<file path="config.mk">
export PLATFORM = sky130hd
export DESIGN_NAME = scd_device_flat
export DESIGN_NICKNAME = d
export VERILOG_FILES = /design/src/scd_pkg.sv /design/src/scd_spi_if.sv /design/src/scd_device.sv /design/src/flat_wrapper.sv
export SDC_FILE = /design/constraint.sdc
export NUM_CORES = 1
export LEC_CHECK = 0
export ABC_AREA = 1
export BUFFER_PORTS_ARGS = -buffer_cell sky130_fd_sc_hd__buf_2
export CORE_MARGIN = 8
export CORE_UTILIZATION = 25
export DETAILED_ROUTE_END_ITERATION = 12
export PLACE_DENSITY_LB_ADDON = 0.12
export REMOVE_ABC_BUFFERS = 1
export SETUP_SLACK_MARGIN = 0.02
export SKIP_CTS_REPAIR_TIMING = 1
export SYNTH_ARGS = -nofsm -noshare
export SYNTH_HDL_FRONTEND = slang
export SYNTH_SLANG_ARGS = --single-unit
</file>
<file path="constraint.sdc">
create_clock -name core_clk -period 3.48 [get_ports core_clk]
set_input_delay 0.348 -clock core_clk [delete_from_list [all_inputs] [get_ports core_clk]]
set_output_delay 0.348 -clock core_clk [all_outputs]
set_load 0.005 [all_outputs]
</file>
<file path="src/scd_pkg.sv">
// constants, frame fields and parity helpers of the config decoder link
// assumes a 10 MHz core clock on both ends of the link
package scd_pkg;

   ////////////////////////////////////////////////////////////////////
   // frame layout
   localparam int          FRAME_W      = 16;
   localparam int          BIT_PARITY   = 13;
   localparam int          BIT_RW       = 12;
   localparam int          BIT_SWR      = 11;
   localparam int          BIT_VARIANT  = 10;
   localparam int          BIT_CODE_HI  = 9;
   localparam int          BIT_CODE_LO  = 8;
   localparam int          BIT_MODE_HI  = 15;
   localparam int          BIT_MODE_LO  = 14;
   localparam logic [1:0]  MODE_CONFIG  = 2'h0;
   localparam logic [4:0]  FRAME_BITS   = 5'h10;

   ////////////////////////////////////////////////////////////////////
   // soft reset bytes, codes and fixed response words
   localparam logic [7:0]  SR_FIRST        = 8'hAA;
   localparam logic [7:0]  SR_SECOND       = 8'h55;
   localparam logic [1:0]  CODE_DEFAULT    = 2'h0;
   localparam logic [7:0]  LOW_CURRENT     = 8'h02;
   localparam logic [7:0]  LOW_HOLD        = 8'h00;
   localparam logic [15:0] RESP_RESET      = 16'h2000;
   localparam logic [15:0] RESP_SOFT_RESET = 16'h2003;
   localparam logic [15:0] RESP_FAULT      = 16'hD000;
   localparam logic [15:0] RESP_FAULT_ARM  = 16'hD003;

   ////////////////////////////////////////////////////////////////////
   // timing
   localparam int CLK_PERIOD_NS    = 100;
   localparam int CLK_KHZ          = 10000;
   localparam int HOLD_UNIT_MS     = 128;
   localparam int HOLD_UNIT_CYCLES = HOLD_UNIT_MS * CLK_KHZ;
   localparam int HOLD_CNT_W       = 24;
   localparam int SCLK_HALF_NS     = 800;
   localparam int SCLK_HALF_CYCLES = SCLK_HALF_NS / CLK_PERIOD_NS;
   localparam int FRAME_GAP_NS     = 1600;
   localparam int FRAME_GAP_CYCLES = FRAME_GAP_NS / CLK_PERIOD_NS;
   localparam int FEN_N            = 4;

   ////////////////////////////////////////////////////////////////////
   // parity helpers: whole word must hold an odd count of ones
   function automatic logic [15:0] with_odd_parity(input logic [15:0] w);
      logic [15:0] t;
      t             = w;
      t[BIT_PARITY] = 1'b0;
      t[BIT_PARITY] = ~(^t);
      return t;
   endfunction

   function automatic logic parity_ok(input logic [15:0] w);
      return ^w;
   endfunction

endpackage

</file>
<file path="src/scd_spi_if.sv">
// four-wire serial link between the host end and the device end
// assumes both ends run on their own core clock; miso idles high
`timescale 1ns/1ns
interface scd_spi_if;
   logic sclk;
   logic cs_b;
   logic mosi;
   logic miso;
   logic miso_oe;
   logic miso_wire;

   // miso line level worked out from the device's enable
   assign miso_wire = miso_oe ? miso : 1'b1;

   modport dev  (input sclk, input cs_b, input mosi,
                 output miso, output miso_oe);
   modport host (output sclk, output cs_b, output mosi,
                 input miso_wire);
endinterface

</file>
<file path="src/scd_device.sv">
// device end: decodes configuration frames, soft reset, hold timers
// assumes link pins arrive asynchronously and are synchronised here
`timescale 1ns/1ns
module scd_device
   import scd_pkg::*;
#(
   parameter int HOLD_UNIT = scd_pkg::HOLD_UNIT_CYCLES
)(
   // clock and reset
   input  wire logic                      core_clk,
   input  wire logic                      rst_b,
   // link to the host
   scd_spi_if.dev                         spi,
   // fire enable inputs and stretched outputs
   input  wire logic [scd_pkg::FEN_N-1:0] fire_enable_input,
   output logic      [scd_pkg::FEN_N-1:0] fire_enable_hold,
   // stored settings and soft reset strobe
   output logic      [1:0]                deploy_current_code,
   output logic      [1:0]                fire_enable_hold_code,
   output logic                           soft_reset_pulse
);
   import scd_pkg::*;

   ////////////////////////////////////////////////////////////////////
   // input synchronisers: stage 0 feeds stage 1 only
   logic [2:0]       sclk_sync_ff, nxt_sclk_sync;
   logic [2:0]       cs_sync_ff,   nxt_cs_sync;
   logic [1:0]       mosi_sync_ff, nxt_mosi_sync;
   logic [FEN_N-1:0] fen_s0_ff, nxt_fen_s0, fen_s1_ff, nxt_fen_s1;
   logic             sclk_rise, sclk_fall, cs_fall, cs_rise, in_frame;

   // shift each chain by one stage
   always_comb begin
      nxt_sclk_sync = {sclk_sync_ff[1:0], spi.sclk};
      nxt_cs_sync   = {cs_sync_ff[1:0], spi.cs_b};
      nxt_mosi_sync = {mosi_sync_ff[0], spi.mosi};
      nxt_fen_s0    = fire_enable_input;
      nxt_fen_s1    = fen_s0_ff;
   end

   // register the chains; cs idles high
   always_ff @(posedge core_clk or negedge rst_b) begin
      if (!rst_b) begin
         sclk_sync_ff <= 3'h0;
         cs_sync_ff   <= 3'h7;
         mosi_sync_ff <= 2'h0;
         fen_s0_ff    <= '0;
         fen_s1_ff    <= '0;
      end else begin
         sclk_sync_ff <= nxt_sclk_sync;
         cs_sync_ff   <= nxt_cs_sync;
         mosi_sync_ff <= nxt_mosi_sync;
         fen_s0_ff    <= nxt_fen_s0;
         fen_s1_ff    <= nxt_fen_s1;
      end
   end

   // edges seen between stage 1 and stage 2
   assign sclk_rise = sclk_sync_ff[1] & ~sclk_sync_ff[2];
   assign sclk_fall = ~sclk_sync_ff[1] & sclk_sync_ff[2];
   assign cs_fall   = ~cs_sync_ff[1] & cs_sync_ff[2];
   assign cs_rise   = cs_sync_ff[1] & ~cs_sync_ff[2];
   assign in_frame  = ~cs_sync_ff[1];

   ////////////////////////////////////////////////////////////////////
   // frame engine and command decode
   logic [15:0] rx_ff,   nxt_rx;
   logic [15:0] tx_ff,   nxt_tx;
   logic [15:0] resp_ff, nxt_resp;
   logic [4:0]  bit_cnt_ff, nxt_bit_cnt;
   logic [1:0]  cl_ff,   nxt_cl;
   logic [1:0]  hold_ff, nxt_hold;
   logic        armed_ff, nxt_armed;
   logic        miso_ff, nxt_miso, miso_oe_ff, nxt_miso_oe;
   logic        srst_ff, nxt_srst;
   logic        wr, soft_reset_select;
   logic [7:0]  low_byte;

   assign wr       = rx_ff[BIT_RW];
   assign soft_reset_select      = rx_ff[BIT_SWR];
   assign low_byte = rx_ff[7:0];

   // shift bits in and out, decode on cs rising after 16 bits
   always_comb begin
      nxt_rx      = rx_ff;
      nxt_tx      = tx_ff;
      nxt_resp    = resp_ff;
      nxt_bit_cnt = bit_cnt_ff;
      nxt_cl      = cl_ff;
      nxt_hold    = hold_ff;
      nxt_armed   = armed_ff;
      nxt_miso    = miso_ff;
      nxt_miso_oe = miso_oe_ff;
      nxt_srst    = 1'b0;
      if (cs_fall) begin
         nxt_bit_cnt = 5'h0;
         nxt_tx      = resp_ff;
         nxt_miso    = resp_ff[FRAME_W-1];
         nxt_miso_oe = 1'b1;
      end
      if (in_frame && sclk_rise && bit_cnt_ff != FRAME_BITS) begin
         nxt_rx      = {rx_ff[14:0], mosi_sync_ff[1]};
         nxt_bit_cnt = bit_cnt_ff + 5'h1;
      end
      if (in_frame && sclk_fall) begin
         nxt_tx   = {tx_ff[14:0], 1'b0};
         nxt_miso = tx_ff[14];
      end
      if (cs_rise) begin
         nxt_miso_oe = 1'b0;
         nxt_armed   = 1'b0;
         if (bit_cnt_ff != FRAME_BITS) begin
            nxt_resp = resp_ff;
         end else if (!parity_ok(rx_ff)) begin
            nxt_resp = armed_ff ? RESP_FAULT_ARM : RESP_FAULT;
         end else if (rx_ff[BIT_MODE_HI:BIT_MODE_LO] != MODE_CONFIG) begin
            nxt_resp = with_odd_parity({rx_ff[BIT_MODE_HI:BIT_MODE_LO],
                                        14'h0});
         end else if (!rx_ff[BIT_VARIANT]) begin
            if (wr && !soft_reset_select) begin
               nxt_cl = rx_ff[BIT_CODE_HI:BIT_CODE_LO];
            end else if (wr && soft_reset_select) begin
               if (armed_ff && low_byte == SR_SECOND) begin
                  nxt_srst = 1'b1;
               end else if (low_byte == SR_FIRST) begin
                  nxt_armed = 1'b1;
               end
            end
            nxt_resp = with_odd_parity({MODE_CONFIG, 1'b0, wr, soft_reset_select, 1'b0,
                                    nxt_cl, LOW_CURRENT});
         end else begin
            if (wr && !soft_reset_select && low_byte == LOW_HOLD) begin
               nxt_hold = rx_ff[BIT_CODE_HI:BIT_CODE_LO];
            end
            nxt_resp = with_odd_parity({MODE_CONFIG, 1'b0, wr, 1'b0, 1'b1,
                                        nxt_hold, LOW_HOLD});
         end
         if (nxt_srst) begin
            nxt_cl    = CODE_DEFAULT;
            nxt_hold  = CODE_DEFAULT;
            nxt_armed = 1'b0;
            nxt_resp  = RESP_SOFT_RESET;
         end
      end
   end

   // frame engine registers
   always_ff @(posedge core_clk or negedge rst_b) begin
      if (!rst_b) begin
         rx_ff      <= 16'h0;
         tx_ff      <= 16'h0;
         resp_ff    <= RESP_RESET;
         bit_cnt_ff <= 5'h0;
         cl_ff      <= CODE_DEFAULT;
         hold_ff    <= CODE_DEFAULT;
         armed_ff   <= 1'b0;
         miso_ff    <= 1'b0;
         miso_oe_ff <= 1'b0;
         srst_ff    <= 1'b0;
      end else begin
         rx_ff      <= nxt_rx;
         tx_ff      <= nxt_tx;
         resp_ff    <= nxt_resp;
         bit_cnt_ff <= nxt_bit_cnt;
         cl_ff      <= nxt_cl;
         hold_ff    <= nxt_hold;
         armed_ff   <= nxt_armed;
         miso_ff    <= nxt_miso;
         miso_oe_ff <= nxt_miso_oe;
         srst_ff    <= nxt_srst;
      end
   end

   ////////////////////////////////////////////////////////////////////
   // pulse stretch timers, one per fire enable input

   // hold length in cycles for a code: 0, 1, 2 or 4 units
   function automatic logic [HOLD_CNT_W-1:0] hold_cycles(
      input logic [1:0] code);
      logic [HOLD_CNT_W-1:0] unit;
      unit = HOLD_CNT_W'(HOLD_UNIT);
      unique case (code)
         2'h0:    hold_cycles = '0;
         2'h1:    hold_cycles = unit;
         2'h2:    hold_cycles = unit << 1;
         default: hold_cycles = unit << 2;
      endcase
   endfunction

   genvar g;
   generate
      for (g = 0; g < FEN_N; g++) begin : gen_timer
         logic [HOLD_CNT_W-1:0] cnt_ff, nxt_cnt;
         logic                  prev_ff, nxt_prev;
         logic                  out_ff, nxt_out;

         // load on a rising input, count down, or clear on soft reset
         always_comb begin
            nxt_prev = fen_s1_ff[g];
            nxt_cnt  = cnt_ff;
            if (srst_ff) begin
               nxt_cnt  = '0;
               nxt_prev = 1'b0;
            end else if (fen_s1_ff[g] && !prev_ff) begin
               nxt_cnt = hold_cycles(hold_ff);
            end else if (cnt_ff != '0) begin
               nxt_cnt = cnt_ff - 1'b1;
            end
            nxt_out = !srst_ff && (fen_s1_ff[g] || nxt_cnt != '0);
         end

         // timer registers
         always_ff @(posedge core_clk or negedge rst_b) begin
            if (!rst_b) begin
               cnt_ff  <= '0;
               prev_ff <= 1'b0;
               out_ff  <= 1'b0;
            end else begin
               cnt_ff  <= nxt_cnt;
               prev_ff <= nxt_prev;
               out_ff  <= nxt_out;
            end
         end

         assign fire_enable_hold[g] = out_ff;
      end
   endgenerate

   ////////////////////////////////////////////////////////////////////
   // outputs straight from flops
   assign spi.miso              = miso_ff;
   assign spi.miso_oe           = miso_oe_ff;
   assign deploy_current_code   = cl_ff;
   assign fire_enable_hold_code = hold_ff;
   assign soft_reset_pulse      = srst_ff;

endmodule

</file>
<file path="src/flat_wrapper.sv">
// flat-port wrapper written by rule: the top's interface ports become plain ports
module scd_device_flat import scd_pkg::*;
#(
   parameter int HOLD_UNIT = scd_pkg::HOLD_UNIT_CYCLES
)
  (core_clk, rst_b, fire_enable_input, fire_enable_hold, deploy_current_code, fire_enable_hold_code, soft_reset_pulse, spi_sclk, spi_cs_b, spi_mosi, spi_miso, spi_miso_oe);
  scd_spi_if spi_i ();
  input  wire logic core_clk;
  input  wire logic rst_b;
  input  wire logic [scd_pkg::FEN_N-1:0] fire_enable_input;
  output logic      [scd_pkg::FEN_N-1:0] fire_enable_hold;
  output logic      [1:0] deploy_current_code;
  output logic      [1:0] fire_enable_hold_code;
  output logic soft_reset_pulse;
  input wire logic [$bits(spi_i.sclk)-1:0] spi_sclk;
  input wire logic [$bits(spi_i.cs_b)-1:0] spi_cs_b;
  input wire logic [$bits(spi_i.mosi)-1:0] spi_mosi;
  output wire logic [$bits(spi_i.miso)-1:0] spi_miso;
  output wire logic [$bits(spi_i.miso_oe)-1:0] spi_miso_oe;
  assign spi_i.sclk = spi_sclk;
  assign spi_i.cs_b = spi_cs_b;
  assign spi_i.mosi = spi_mosi;
  assign spi_miso = spi_i.miso;
  assign spi_miso_oe = spi_i.miso_oe;
  scd_device #(.HOLD_UNIT(HOLD_UNIT)) u_core (.core_clk(core_clk), .rst_b(rst_b), .spi(spi_i), .fire_enable_input(fire_enable_input), .fire_enable_hold(fire_enable_hold), .deploy_current_code(deploy_current_code), .fire_enable_hold_code(fire_enable_hold_code), .soft_reset_pulse(soft_reset_pulse));
endmodule
</file>
== Yosys cells after proc, flatten, opt, wreduce, memory -nomap -nowiden ==
Index checks and enable logic that the tools add are counted.

* Register bits after elaboration: 180
* Logic and storage cells: 170

* Add/sub/neg operators: 5
* Equality and inequality tests: 8
* Multiplexer cells: 71
* Bitwise logic cells: 11
* Reductions and logical operators: 48

{| class="wikitable"
|+ Operator list
! kind !! number
|-
| $mux 24 || 12
|-
| $reduce_bool 24->1 || 8
|-
| $sub 24x1->24 const B || 4
|-
| $pmux 23 s3 || 1
|-
| $mux 16 || 4
|-
| $reduce_xor 16->1 || 4
|-
| $mux 2 || 23
|-
| $mux 15 || 2
|-
| $mux 1 || 26
|-
| $logic_and 1x1->1 || 15
|-
| $mux 14 || 1
|-
| $reduce_bool 2->1 || 6
|-
| $mux 5 || 2
|-
| $reduce_and 5->1 || 2
|-
| $eq 8x7->1 const B || 1
|-
| $eq 8x8->1 const B || 1
|-
| $logic_not 8->1 || 1
|-
| $not 1->1 || 7
|-
| $logic_not 1->1 || 6
|-
| $ne 2x2->1 const B || 3
|-
| $add 5x1->5 const B || 1
|-
| $ne 5x5->1 const B || 1
|-
| $and 1x1->1 || 4
|-
| $logic_or 1x1->1 || 4
|-
| 4 further kinds || 4
|}

== Longest topological paths before layout ==
Gate-level depths: netlist (run 1).

* Depth after elaboration: 16
* Gate-level depth with buffers: 16
* Gate-level depth less buffers: 16

== Worst setup path after synthesis (run 1) ==
Ideal clock, no wire load.

* Path type: flip-flop to flip-flop
* Start point: register u_core.rx_ff[10]
* End point: register u_core.hold_ff[1], in the netlist u_core.fire_enable_hold_code[1]
* Arrival: 1.955 ns
* Setup slack: 1.408 ns
* Cell stages (with the launch flop): 12
* Clock period less this slack: 2.072 ns
* Path through: dfrtp_1 > clkbuf_1 > inv_1 > ha_1 > xor2_1 > or2_1 > nand3_2 > nand2_4 > nor3_4 > o21ai_1 > nand2_1 > nand2_1

* Longest elaborated chain between the ends: 7
* Elaborated cells between the ends (all ways): 12
* Classes of those cells: eq/ne (2); mux (6); reduce/logical (4)

{| class="wikitable"
|+ RTL lines
! element !! line !! source
|-
| start, declared || scd_device.sv:67 || <nowiki>logic [15:0] rx_ff, nxt_rx;</nowiki>
|-
| start signal, assigned || scd_device.sv:161 || <nowiki>rx_ff <= nxt_rx;</nowiki>
|-
| $mux 1 || scd_device.sv:119 || <nowiki>end else if (!rx_ff[BIT_VARIANT]) begin</nowiki>
|-
| $mux 1 || scd_device.sv:116 || <nowiki>end else if (rx_ff[BIT_MODE_HI:BIT_MODE_LO] != MODE_CONFIG) begin</nowiki>
|-
| $mux 1 || scd_device.sv:114 || <nowiki>end else if (!parity_ok(rx_ff)) begin</nowiki>
|-
| $mux 1 || scd_device.sv:112 || <nowiki>if (bit_cnt_ff != FRAME_BITS) begin</nowiki>
|-
| $mux 1 || scd_device.sv:109 || <nowiki>if (cs_rise) begin</nowiki>
|-
| $ne 2x2->1 (no source line) / $reduce_bool 2->1 (equally long branches) || - ||
|-
| $reduce_and 5->1 (no source line) || - ||
|-
| end signal, assigned || scd_device.sv:166 || <nowiki>hold_ff <= nxt_hold;</nowiki>
|-
| end, declared || scd_device.sv:72 || <nowiki>logic [1:0] hold_ff, nxt_hold;</nowiki>
|}

Several ways; a longest one is shown, not always the timed one. The select of a mux whose other input is x is not followed.
A chain may end at the register's enable or synchronous reset.

== Final worst setup path (run 1) ==
* Start point: register u_core.gen_timer[1].cnt_ff[0]
* End point: register u_core.gen_timer[1].out_ff

* Longest elaborated chain between the ends: 7
* Elaborated cells between the ends (all ways): 8
* Classes of those cells: add/sub (1); mux (3); reduce/logical (4)

{| class="wikitable"
|+ RTL lines
! element !! line !! source
|-
| start, declared || scd_device.sv:193 || <nowiki>logic [HOLD_CNT_W-1:0] cnt_ff, nxt_cnt;</nowiki>
|-
| start signal, assigned || scd_device.sv:219 || <nowiki>cnt_ff <= nxt_cnt;</nowiki>
|-
| $sub 24x1->24 / $reduce_bool 24->1 (equally long branches) || scd_device.sv:207, scd_device.sv:206 ||
|-
| $mux 24 (*) || scd_device.sv:206 || <nowiki>end else if (cnt_ff != '0) begin</nowiki>
|-
| $mux 24 (*) || scd_device.sv:204 || <nowiki>end else if (fen_s1_ff[g] && !prev_ff) begin</nowiki>
|-
| $mux 24 (*) || scd_device.sv:201 || <nowiki>if (srst_ff) begin</nowiki>
|-
| $reduce_bool 24->1 (*) || scd_device.sv:209 || <nowiki>nxt_out = !srst_ff && (fen_s1_ff[g] || nxt_cnt != '0);</nowiki>
|-
| $logic_or 1x1->1 (*) || scd_device.sv:209 ||
|-
| $logic_and 1x1->1 (*) || scd_device.sv:209 ||
|-
| net u_core.gen_timer[1].nxt_out || scd_device.sv:195 || <nowiki>logic out_ff, nxt_out;</nowiki>
|-
| end signal, assigned || scd_device.sv:221 || <nowiki>out_ff <= nxt_out;</nowiki>
|-
| end, declared || scd_device.sv:195 ||
|}

Mark *: on every way through the listed nets, which the timed path passes. The rest lies on a longest branch.

==> impl_metrics.tcl, run 1 <==
set metrics [dict create \
    switchingPower_uw 3370 \
    p_sw_share_pct 44.2 \
    synth_top_cell_area_share_pct 39.4 \
    cts_buffers 17 \
    slowest_stage "dfrtp_1" \
    worst_setup_path_end_kind "flop" \
    met2_usage_pct 19.7 \
    crit_required_ns 3.86 \
    grt_pass1_wl_um 49200 \
    drcViolationCount 0 \
    synth_top_area_cell "dfrtp_1" \
    wl_per_cell_um 14.1 \
    synth_area_mm2 0.0108 \
    slew_viol_final 0 \
    dr.first_iter.drc_count 633 \
    synth-seq-cells 174 \
    critPathArrivalTime_ns 2.78 \
    hold_viol_final 0 \
    synth_cell_types 44 \
    first_global_vias 9123 \
    start_util_pct 25.2 \
    cpPeakStageDelay_ns 0.41 \
    p_comb_share_pct 37.7 \
    nNetsFinal 1550 \
    antenna_cells 0 \
    path_class "reg2reg" \
    drive_gt1_share_pct 10.1 \
    worst-path-max-fanout 10 \
    die_area_mm2 0.0501 \
    cts.clk_slew.worst_paths_ns 0.08 \
    maxCapViolCount 0 \
    worstMarginPinSlew_ns 0.678 \
    grt_use_met1_pct 16.5 \
    cts_sinks 174 \
    place.gp.congestion 0.809 \
    rsz0062_at_grt "no" \
    via_count 9045 \
    avgSynthCellArea_um2 7.28 \
    syn_inst 1483 \
    clk_path_buf_depth 2 \
    place_hpwl_um 22600 \
    status "completed" \
    power_frac_seq_pct 35.4 \
    die_x_um 224 \
    io_pins 20 \
    final_cell_area_mm2 0.0123 \
    placed_area_mm2 0.0115 \
    dp_cells 2069 \
    area_delta_synth_final_pct 13.6 \
    core-area_mm2 0.0429 \
    crit_path_frequent_cell "nor2_1" \
    p_leak_uw 0.00627 \
    layout_commonest_cell "nand2_1" \
    antenna_found_initial 0 \
    slew-limit-headroom_pct 54.8 \
    crit_family "simple AND/OR/NAND/NOR gates" \
    setup_viol 0 \
    crit_path_start_kind "flop" \
    yosys_warnings 0 \
    hp-class "reg2reg" \
    grt_busiest_layer "met2" \
    portBuffers 19 \
    postLayoutCoreUtil_pct 28.6 \
    holdWs_ns 0.352 \
    p_int_uw 4250 \
    grt_usage_pct 12.5 \
    num-fill-cells 4767 \
    grt-ovfl-total 0 \
    grt_max_degree 77 \
    clockRootBuffer "clkbuf_16" \
    post-route-period-util_pct 69.1 \
    min_period_ns 2.40 \
    crit_chain "inv_1 > ha_1 > inv_1 > nor2_1 > nand2_1 > nor2_1 > nand3_4 > nand3_1 > nand2_1 > o21bai_1 > nand2_1 > nor2_1 > nand3_1 > nor2_1 > nor2_1" \
    instances_no_fill 2109 \
    yosysSeqAreaShare_pct 40.4 \
    final_cell_mix "378 x nand2_1, 238 x inv_1, 193 x nor2_1" \
    drt_wl_total_um 29800 \
    ir_drop_uv 273 \
    synth.area.top_cells "dfrtp_1 39%, nand2_1 13%, inv_1 8.3%" \
    clock_skew_ns 0.0132 \
    drtAntennaViolNets 0 \
    die_y_um 224 \
    cts_tree "yes" \
    via_per_inst 4.29 \
    crit_buf_inv 2 \
    rows 76 \
    finalSetupTns_ns 0 \
    clk-insertion-delay-late_ns 0.49 \
    met3_usage_pct 2.93 \
    fmax_ghz 0.416 \
    p_per_area_mw_per_mm2 621 \
    pwr-share-clk_pct 26.9 \
    dr.pass1.iters 5 \
    htree_levels 4 \
]
[per-stage QoR]
step / setup slack [ns] / total power (uW)
after detailed placement: 1.07 / 5620
after global placement: 1.05 / 5650
after CTS: 1.03 / 7740
after floorplan: 1.34 / 4830
final: 1.08 / 7610
after global routing: 0.822 / 8260
[power groups by stage]
stage          clock network, uW  registers (uW)  logic, uW
3_3_place_gp                   0            2740       2910
6_report                    2050            2700       2870
4_1_cts                     2140            2700       2910
3_5_place_dp                   0            2730       2890
5_1_grt                     2210            2750       3300
2_1_floorplan                  0            2630       2200
[flip-flops by register name, indices dropped and copies added, names as in the netlist, 2 cells and up]
| name | count |
|---|---|
| u_core.gen_timer.cnt_ff | 96 |
| u_core.rx_ff | 16 |
| u_core.tx_ff | 15 |
| u_core.resp_ff | 10 |
| u_core.bit_cnt_ff | 5 |
| u_core.fen_s0_ff | 4 |
| u_core.fen_s1_ff | 4 |
| u_core.gen_timer.out_ff | 4 |
| u_core.gen_timer.prev_ff | 4 |
| u_core.cs_sync_ff | 3 |
| u_core.sclk_sync_ff | 3 |
| u_core.deploy_current_code | 2 |
| u_core.fire_enable_hold_code | 2 |
| u_core.mosi_sync_ff | 2 |
[per-layer routing]
| metal | vias to the layer above | wire (um) | part of all wire [%] |
|---|---|---|---|
| li1 | 4717 | - | - |
| met1 | 4209 | 14800 | 50 |
| met2 | 87 | 13600 | 46 |
| met3 | 32 | 837 | 2.8 |
| met4 | 0 | 541 | 1.8 |
| met5 | - | 0 | 0 |
[area by class of cell]
cell class                      count  area, um2  share of cell area (%)
Multi-Input combinational cell   1036       5350                    43.6
Inverter                          247        927                    7.56
Sequential cell                   174       4360                    35.5
Clock buffer                       17        425                    3.47
Tap cell                          585        732                    5.97
Timing Repair Buffer               35        256                    2.09
Clock inverter                     15        211                    1.72
[cell usage after synthesis]
| master | number |
|---|---|
| or2_1 | 1 |
| nand3_4 | 7 |
| a21boi_1 | 4 |
| nand3_2 | 5 |
| buf_4 | 4 |
| clkbuf_1 | 9 |
| a211oi_1 | 1 |
| ha_1 | 30 |
| or2_2 | 2 |
| o21ai_1 | 21 |
| nor3_1 | 6 |
| xor2_1 | 22 |
| clkinv_1 | 6 |
| nor2_2 | 36 |
| o21bai_1 | 4 |
| o211ai_1 | 2 |
| o221ai_1 | 8 |
| a31oi_1 | 1 |
| nor2_4 | 13 |
| nor2_1 | 193 |
| xnor2_1 | 16 |
| o22ai_1 | 12 |
| o21ai_0 | 21 |
| nor4_4 | 1 |
| nor2_8 | 3 |
| o21ai_2 | 1 |
| dfrtp_1 | 170 |
| nand3_1 | 163 |
| buf_2 | 8 |
| mux2_2 | 1 |
| nand3b_1 | 9 |
| a21o_1 | 4 |
| xnor2_2 | 1 |
| nand2_1 | 378 |
| inv_2 | 3 |
| buf_6 | 5 |
| inv_1 | 238 |
| a21oi_1 | 15 |
| nor3_4 | 1 |
| nand2_4 | 1 |
| nand4_1 | 36 |
| dfstp_2 | 4 |
| or2_0 | 1 |
| nand2_2 | 16 |
[cells by family after synthesis]
group / share of synthesized area (%)
buffers and inverters: 10.1
adders and majority gates: 3.48
AOI/OAI and AO/OA: 5.17
and+or+nand+nor: 37.6
xor gates and xnor gates: 3.23
muxes: 0.104
DFF: 40.4
[final timing paths]
| path | slack [ns] | depth (start not counted) | startpoint | endpoint |
|---|---|---|---|---|
| max | 1.08 | 15 | u_core.gen_timer[1].cnt_ff[0] | u_core.gen_timer[1].out_ff |
| min | 0.35 | 0 | u_core.fen_s0_ff[2] | u_core.fen_s1_ff[2] |
| max reg2reg | 1.08 | 15 | u_core.gen_timer[1].cnt_ff[0] | u_core.gen_timer[1].out_ff |
| min reg2reg | 0.35 | 0 | u_core.fen_s0_ff[2] | u_core.fen_s1_ff[2] |
| max in group asynchronous | 2.11 | 3 | rst_b | u_core.resp_ff[13] |
| min in group asynchronous | 0.46 | 2 | rst_b | u_core.gen_timer[0].out_ff |
[worst reg2reg max path, stage by stage (launching register included)]
cell,delay (ns)
dfrtp_1,0.41
inv_1,0.23
ha_1,0.23
inv_1,0.04
nor2_1,0.07
nand2_1,0.05
nor2_1,0.17
nand3_4,0.17
nand3_1,0.14
nand2_1,0.08
o21bai_1,0.12
nand2_1,0.06
nor2_1,0.23
nand3_1,0.12
nor2_1,0.11
nor2_1,0.05
Power figures use the tool's default switching activity.
==> run 2: changes to the inputs <==
Clock period 3.48 ns to 2.3 ns, I/O delays scaled along.
==> impl_metrics.tcl, run 2 (same netlist as run 1, synthesis figures left out) <==
set metrics [dict create \
    status "completed" \
    power_uw 11900 \
    dp_cells 2126 \
    wl_per_cell_um 14.1 \
    hold_start "u_core.mosi_sync_ff[0]" \
    drive_gt1_share_pct 15.5 \
    drt_wl_total_um 30700 \
    layout_commonest_cell "nand2_1" \
    area_delta_synth_final_pct 20.0 \
    clk-insertion-delay-late_ns 0.45 \
    antenna_found_initial 0 \
    worst-path-max-fanout 7 \
    instances_no_fill 2180 \
    final_cell_mix "378 x nand2_1, 234 x inv_1, 181 x nor2_1" \
    slew-limit-headroom_pct 63.3 \
    worst_slack_ns 0.137 \
    p_per_area_mw_per_mm2 921 \
    drcViolationCount 0 \
    worstMarginPinSlew_ns 0.550 \
    io_pins 20 \
    post-route-period-util_pct 94.1 \
    final_cell_area_mm2 0.0130 \
    fmax_ghz 0.462 \
    drtAntennaViolNets 0 \
    clk_path_buf_depth 2 \
    r2r-end "u_core.gen_timer[1].out_ff" \
    hp-class "reg2reg" \
    grt-ovfl-total 0 \
    cts_buffers 17 \
    grt_usage_pct 12.5 \
    portBuffers 19 \
    nNetsFinal 1621 \
    critPathArrivalTime_ns 2.51 \
    worst_setup_path_end_kind "flop" \
    first_global_vias 9550 \
    maxCapViolCount 0 \
    dr.pass1.iters 5 \
    slew_viol_final 0 \
    start_util_pct 25.2 \
    cts_tree "yes" \
    rsz0062_at_grt "yes" \
    cts.clk_slew.worst_paths_ns 0.08 \
    crit_required_ns 2.65 \
    place_ws_ns 0.0120 \
    die_x_um 224 \
    cts_sinks 174 \
    crit_path_start_kind "flop" \
    r2r_slack_ns 0.14 \
    hold_end "u_core.mosi_sync_ff[1]" \
    place.gp.congestion 0.830 \
    rows 76 \
    top_register "u_core.gen_timer.cnt_ff" \
    antenna_cells 0 \
    htree_levels 4 \
    grt_pass1_wl_um 50300 \
    hold_viol_final 0 \
    largest_register_ffs 96 \
    reg.largest.list "u_core.gen_timer.cnt_ff: 96 flops, u_core.rx_ff: 16 flops, u_core.tx_ff: 15 flops" \
    ir_drop_uv 461 \
    die_area_mm2 0.0501 \
    p_leak_uw 0.00664 \
    r2r_cells 16 \
    clockRootBuffer "clkbuf_16" \
    via_per_inst 4.32 \
    place_hpwl_um 23400 \
    path_class "reg2reg" \
    via_count 9411 \
    die_y_um 224 \
    grt_max_degree 60 \
    setup_viol 0 \
    placed_area_mm2 0.0120 \
    reg2reg_from "u_core.gen_timer[1].cnt_ff[0]" \
    core-area_mm2 0.0429 \
    clock_skew_ns 0.0137 \
    finalSetupTns_ns 0 \
    min_period_ns 2.16 \
    dr.first_iter.drc_count 489 \
    holdPathStages 0 \
]
-- run 2: changes by cell type in the layout (fill, tap and decap cells not counted), moves of 4 or more --
cell / change
nor2_4: +4
nor2_1: -12
clkinv_8: -6
nor2_2: +8
buf_12: +6
ha_1: -4
buf_4: +63
inv_1: -4
inv_2: +4
-- run 2: worst max path at each step --
stage / slack, ns / startpoint / depth (start not counted) / endpoint
after floorplan: 0.16 / u_core.bit_cnt_ff[0] / 7 / u_core.bit_cnt_ff[2]
after CTS: -0.02 / u_core.gen_timer[1].cnt_ff[0] / 13 / u_core.gen_timer[1].out_ff
after detailed placement: 0.01 / u_core.gen_timer[1].cnt_ff[0] / 13 / u_core.gen_timer[1].out_ff
final: 0.14 / u_core.gen_timer[1].cnt_ff[0] / 16 / u_core.gen_timer[1].out_ff
after global placement: -0.02 / u_core.gen_timer[1].cnt_ff[0] / 13 / u_core.gen_timer[1].out_ff
after global routing: -0.02 / u_core.gen_timer[1].cnt_ff[0] / 15 / u_core.gen_timer[1].out_ff
-- run 2: layout make-up --
cell class                      instances  area, um2
Fill cell                            4709      29900
Multi-Input combinational cell       1038       5470
Sequential cell                       174       4360
Inverter                              247        927
Timing Repair Buffer                  104        850
Tap cell                              585        732
Clock buffer                           17        425
Clock inverter                         15        200
-- run 2: worst max-delay path: stages (launching register included) --
cell	delay [ns]
dfrtp_1	0.43
inv_2	0.11
ha_1	0.18
inv_1	0.04
nor2_1	0.08
nand2_1	0.06
nor2_2	0.12
nand3_4	0.13
buf_4	0.17
nand3_1	0.07
nand3_1	0.09
nand2_1	0.10
nand2_1	0.07
nor2_1	0.11
nand3_1	0.10
nor2_2	0.14
nor2_1	0.05
-- run 2: where the power goes --
part / switching (uW) / internal [uW] / total, uW
clock network: 1440 / 1660 / 3100
registers: 534 / 3540 / 4070
logic: 3090 / 1670 / 4770
total: 5060 / 6880 / 11900
-- run 2: metal layers --
layer  GRT usage, %  share of wire (%)  vias to the layer above
li1               -                  -                     4872
met4           3.80                1.5                        0
met3           2.31                2.4                       25
met2           21.2                 48                       85
met5              0                  0                        -
met1           16.1                 48                     4429
-- run 2: through the flow --
stage,util (%),hold WS (ns)
2_1_floorplan,-,-0.0656
3_3_place_gp,28.0,0.252
3_5_place_dp,28.0,0.259
4_1_cts,29.5,-0.254
5_1_grt,30.2,0.359
6_report,30.2,0.350
==> run 3: changes to the inputs <==
Settings changed: ABC_AREA 1 to default, CAP_MARGIN from default to 20.
==> impl_metrics.tcl, run 3 <==
set metrics [dict create \
    hp-class "in2async" \
    synth_cell_types 70 \
    nNetsFinal 1361 \
    hold_viol_final 0 \
    yosysSeqAreaShare_pct 46.6 \
    synth-seq-cells 174 \
    grt-ovfl-total 0 \
    die_area_mm2 0.0438 \
    via_per_inst 4.62 \
    slowest_stage "or4_4" \
    violations "negative setup slack" \
    synth_top_area_cell "dfrtp_1" \
    antenna_cells 0 \
    synth_top_cell_area_share_pct 45.5 \
    instances_no_fill 1809 \
    grt_usage_pct 12.2 \
    via_count 8355 \
    first_global_vias 8425 \
    syn_inst 985 \
    clk-insertion-delay-late_ns 0.46 \
    crit_family "simple AND/OR/NAND/NOR gates" \
    portBuffers 19 \
    drive_gt1_share_pct 43.1 \
    slew_viol_final 0 \
    rsz0062_at_grt "yes" \
    dp_cells 1735 \
    die_x_um 209 \
    clock_skew_ns 0.0145 \
    critPathArrivalTime_ns 3.27 \
    final_cell_area_mm2 0.0143 \
    ir_drop_uv 548 \
    synth-edff-count 0 \
    pwr-share-clk_pct 21.3 \
    dr.pass1.iters 4 \
    crit_required_ns 2.62 \
    start_util_pct 25.1 \
    async_flop_share_pct 100 \
    synthFlopType "dfrtp_1" \
    drtAntennaViolNets 0 \
    slew-limit-headroom_pct 42.2 \
    die_y_um 209 \
    p_leak_uw 0.00614 \
    drt_wl_total_um 27400 \
    htree_levels 4 \
    largest_register_ffs 96 \
    postLayoutCoreUtil_pct 38.4 \
    reg.largest.list "u_core.gen_timer.cnt_ff: 96 flops, u_core.rx_ff: 16 flops, u_core.tx_ff: 15 flops" \
    switchingPower_uw 5160 \
    clockRootBuffer "clkbuf_16" \
    status "complete, but fails checks" \
    p_per_area_mw_per_mm2 986 \
    post-route-period-util_pct 128 \
    worst-path-max-fanout 5 \
    fmax_ghz 0.339 \
    place_hpwl_um 19300 \
    crit_chain "or4_4 > or4b_4 > o21ai_4 > xor2_1 > a21o_1 > or4b_1 > nor4_2 > a31oi_1" \
    avgSynthCellArea_um2 9.49 \
    core-area_mm2 0.0372 \
    p_sw_share_pct 36.6 \
    top_register "u_core.gen_timer.cnt_ff" \
    wl_per_cell_um 15.2 \
    power_frac_seq_pct 28.1 \
    drcViolationCount 0 \
    crit_buf_inv 0 \
    maxCapViolCount 0 \
    placed_area_mm2 0.0121 \
    p_int_uw 8920 \
    dr.first_iter.drc_count 358 \
    grt_max_degree 50 \
    layout_commonest_cell "buf_4" \
    path_class "reg2reg" \
    p_comb_share_pct 50.6 \
    synth_area_mm2 0.00935 \
    cts_tree "yes" \
    rows 71 \
    io_pins 20 \
    cpPeakStageDelay_ns 0.58 \
    synth.area.top_cells "dfrtp_1 46%, xnor2_1 5.7%, ha_1 4.0%" \
    setup_viol 32 \
    crit_path_start_kind "flop" \
    cts.clk_slew.worst_paths_ns 0.07 \
    area_delta_synth_final_pct 52.8 \
    worstMarginPinSlew_ns 0.867 \
    synth_commonest_cells "170 x dfrtp_1, 86 x nor2_1, 84 x nand2_1" \
    worst_slack_ns -0.652 \
    final_cell_mix "297 x buf_4, 170 x dfrtp_1, 80 x nand2_1" \
    cts_sinks 174 \
    synthMostInstantiatedCell "dfrtp_1" \
    cts_buffers 17 \
    min_period_ns 2.95 \
    grt_pass1_wl_um 43400 \
    worst_setup_path_end_kind "flop" \
    yosys_warnings 0 \
    place.gp.congestion 0.813 \
    clk_path_buf_depth 2 \
    antenna_found_initial 0 \
]
[run 3: metal layers]
layer / global-route usage, % / vias up / wire length [um]
met5: 0 / - / 0
met4: 3.06 / 0 / 338
met3: 2.91 / 31 / 685
met2: 20.0 / 72 / 13200
met1: 16.1 / 4055 / 13300
li1: - / 4197 / -
[run 3: final timing paths]
check | startpoint | endpoint | slack [ns] | depth (start not counted)
setup / recovery | u_core.gen_timer[2].cnt_ff[11] | u_core.gen_timer[2].out_ff | -0.65 | 8
hold / removal | rst_b | u_core.gen_timer[0].cnt_ff[0] | 0.29 | 2
setup reg to reg | u_core.gen_timer[2].cnt_ff[11] | u_core.gen_timer[2].out_ff | -0.65 | 8
hold reg to reg | u_core.mosi_sync_ff[0] | u_core.mosi_sync_ff[1] | 0.35 | 0
max in group asynchronous | rst_b | u_core.gen_timer[3].cnt_ff[2] | 1.25 | 3
min in group core_clk | u_core.mosi_sync_ff[0] | u_core.mosi_sync_ff[1] | 0.35 | 0
[run 3: kinds of logic after synthesis]
family	synth area share, %
and+or+nand+nor	22.8
xor gates and xnor gates	8.02
adders and majority gates	4.02
AOI/OAI and AO/OA	12.5
buffers and inverters	3.79
muxes	2.21
DFF	46.6
[run 3: power by group through the flow]
| stage | Combinational [uW] | Clock, uW | Sequential, uW |
|---|---|---|---|
| after global routing | 7770 | 3240 | 4020 |
| final | 7130 | 3000 | 3950 |
| after global placement | 5640 | 0 | 3940 |
| after detailed placement | 5610 | 0 | 3940 |
| after floorplan | 2420 | 0 | 4070 |
| after CTS | 5640 | 3130 | 3890 |
[run 3: per-stage QoR]
step                setup TNS (ns)  setup slack [ns]  hold slack [ns]  total power [uW]
floorplan                   -15.06             -1.29          -0.0656              6500
global placement             -7.02            -0.648            0.222              9590
detailed placement           -7.18            -0.732            0.224              9550
CTS                          -8.98            -0.768           -0.277             12700
global route                 -8.10            -0.767            0.330             15000
finish                       -4.26            -0.652            0.293             14100
[run 3: final cells by class]
| type | instances | area (um2) |
|---|---|---|
| multi-input cells | 726 | 5670 |
| flip-flops and latches | 174 | 4360 |
| clock buffers | 17 | 425 |
| repair buffers | 365 | 2920 |
| clock inverters | 15 | 165 |
| fillers | 3694 | 22900 |
| inverters | 38 | 143 |
| well taps | 474 | 593 |
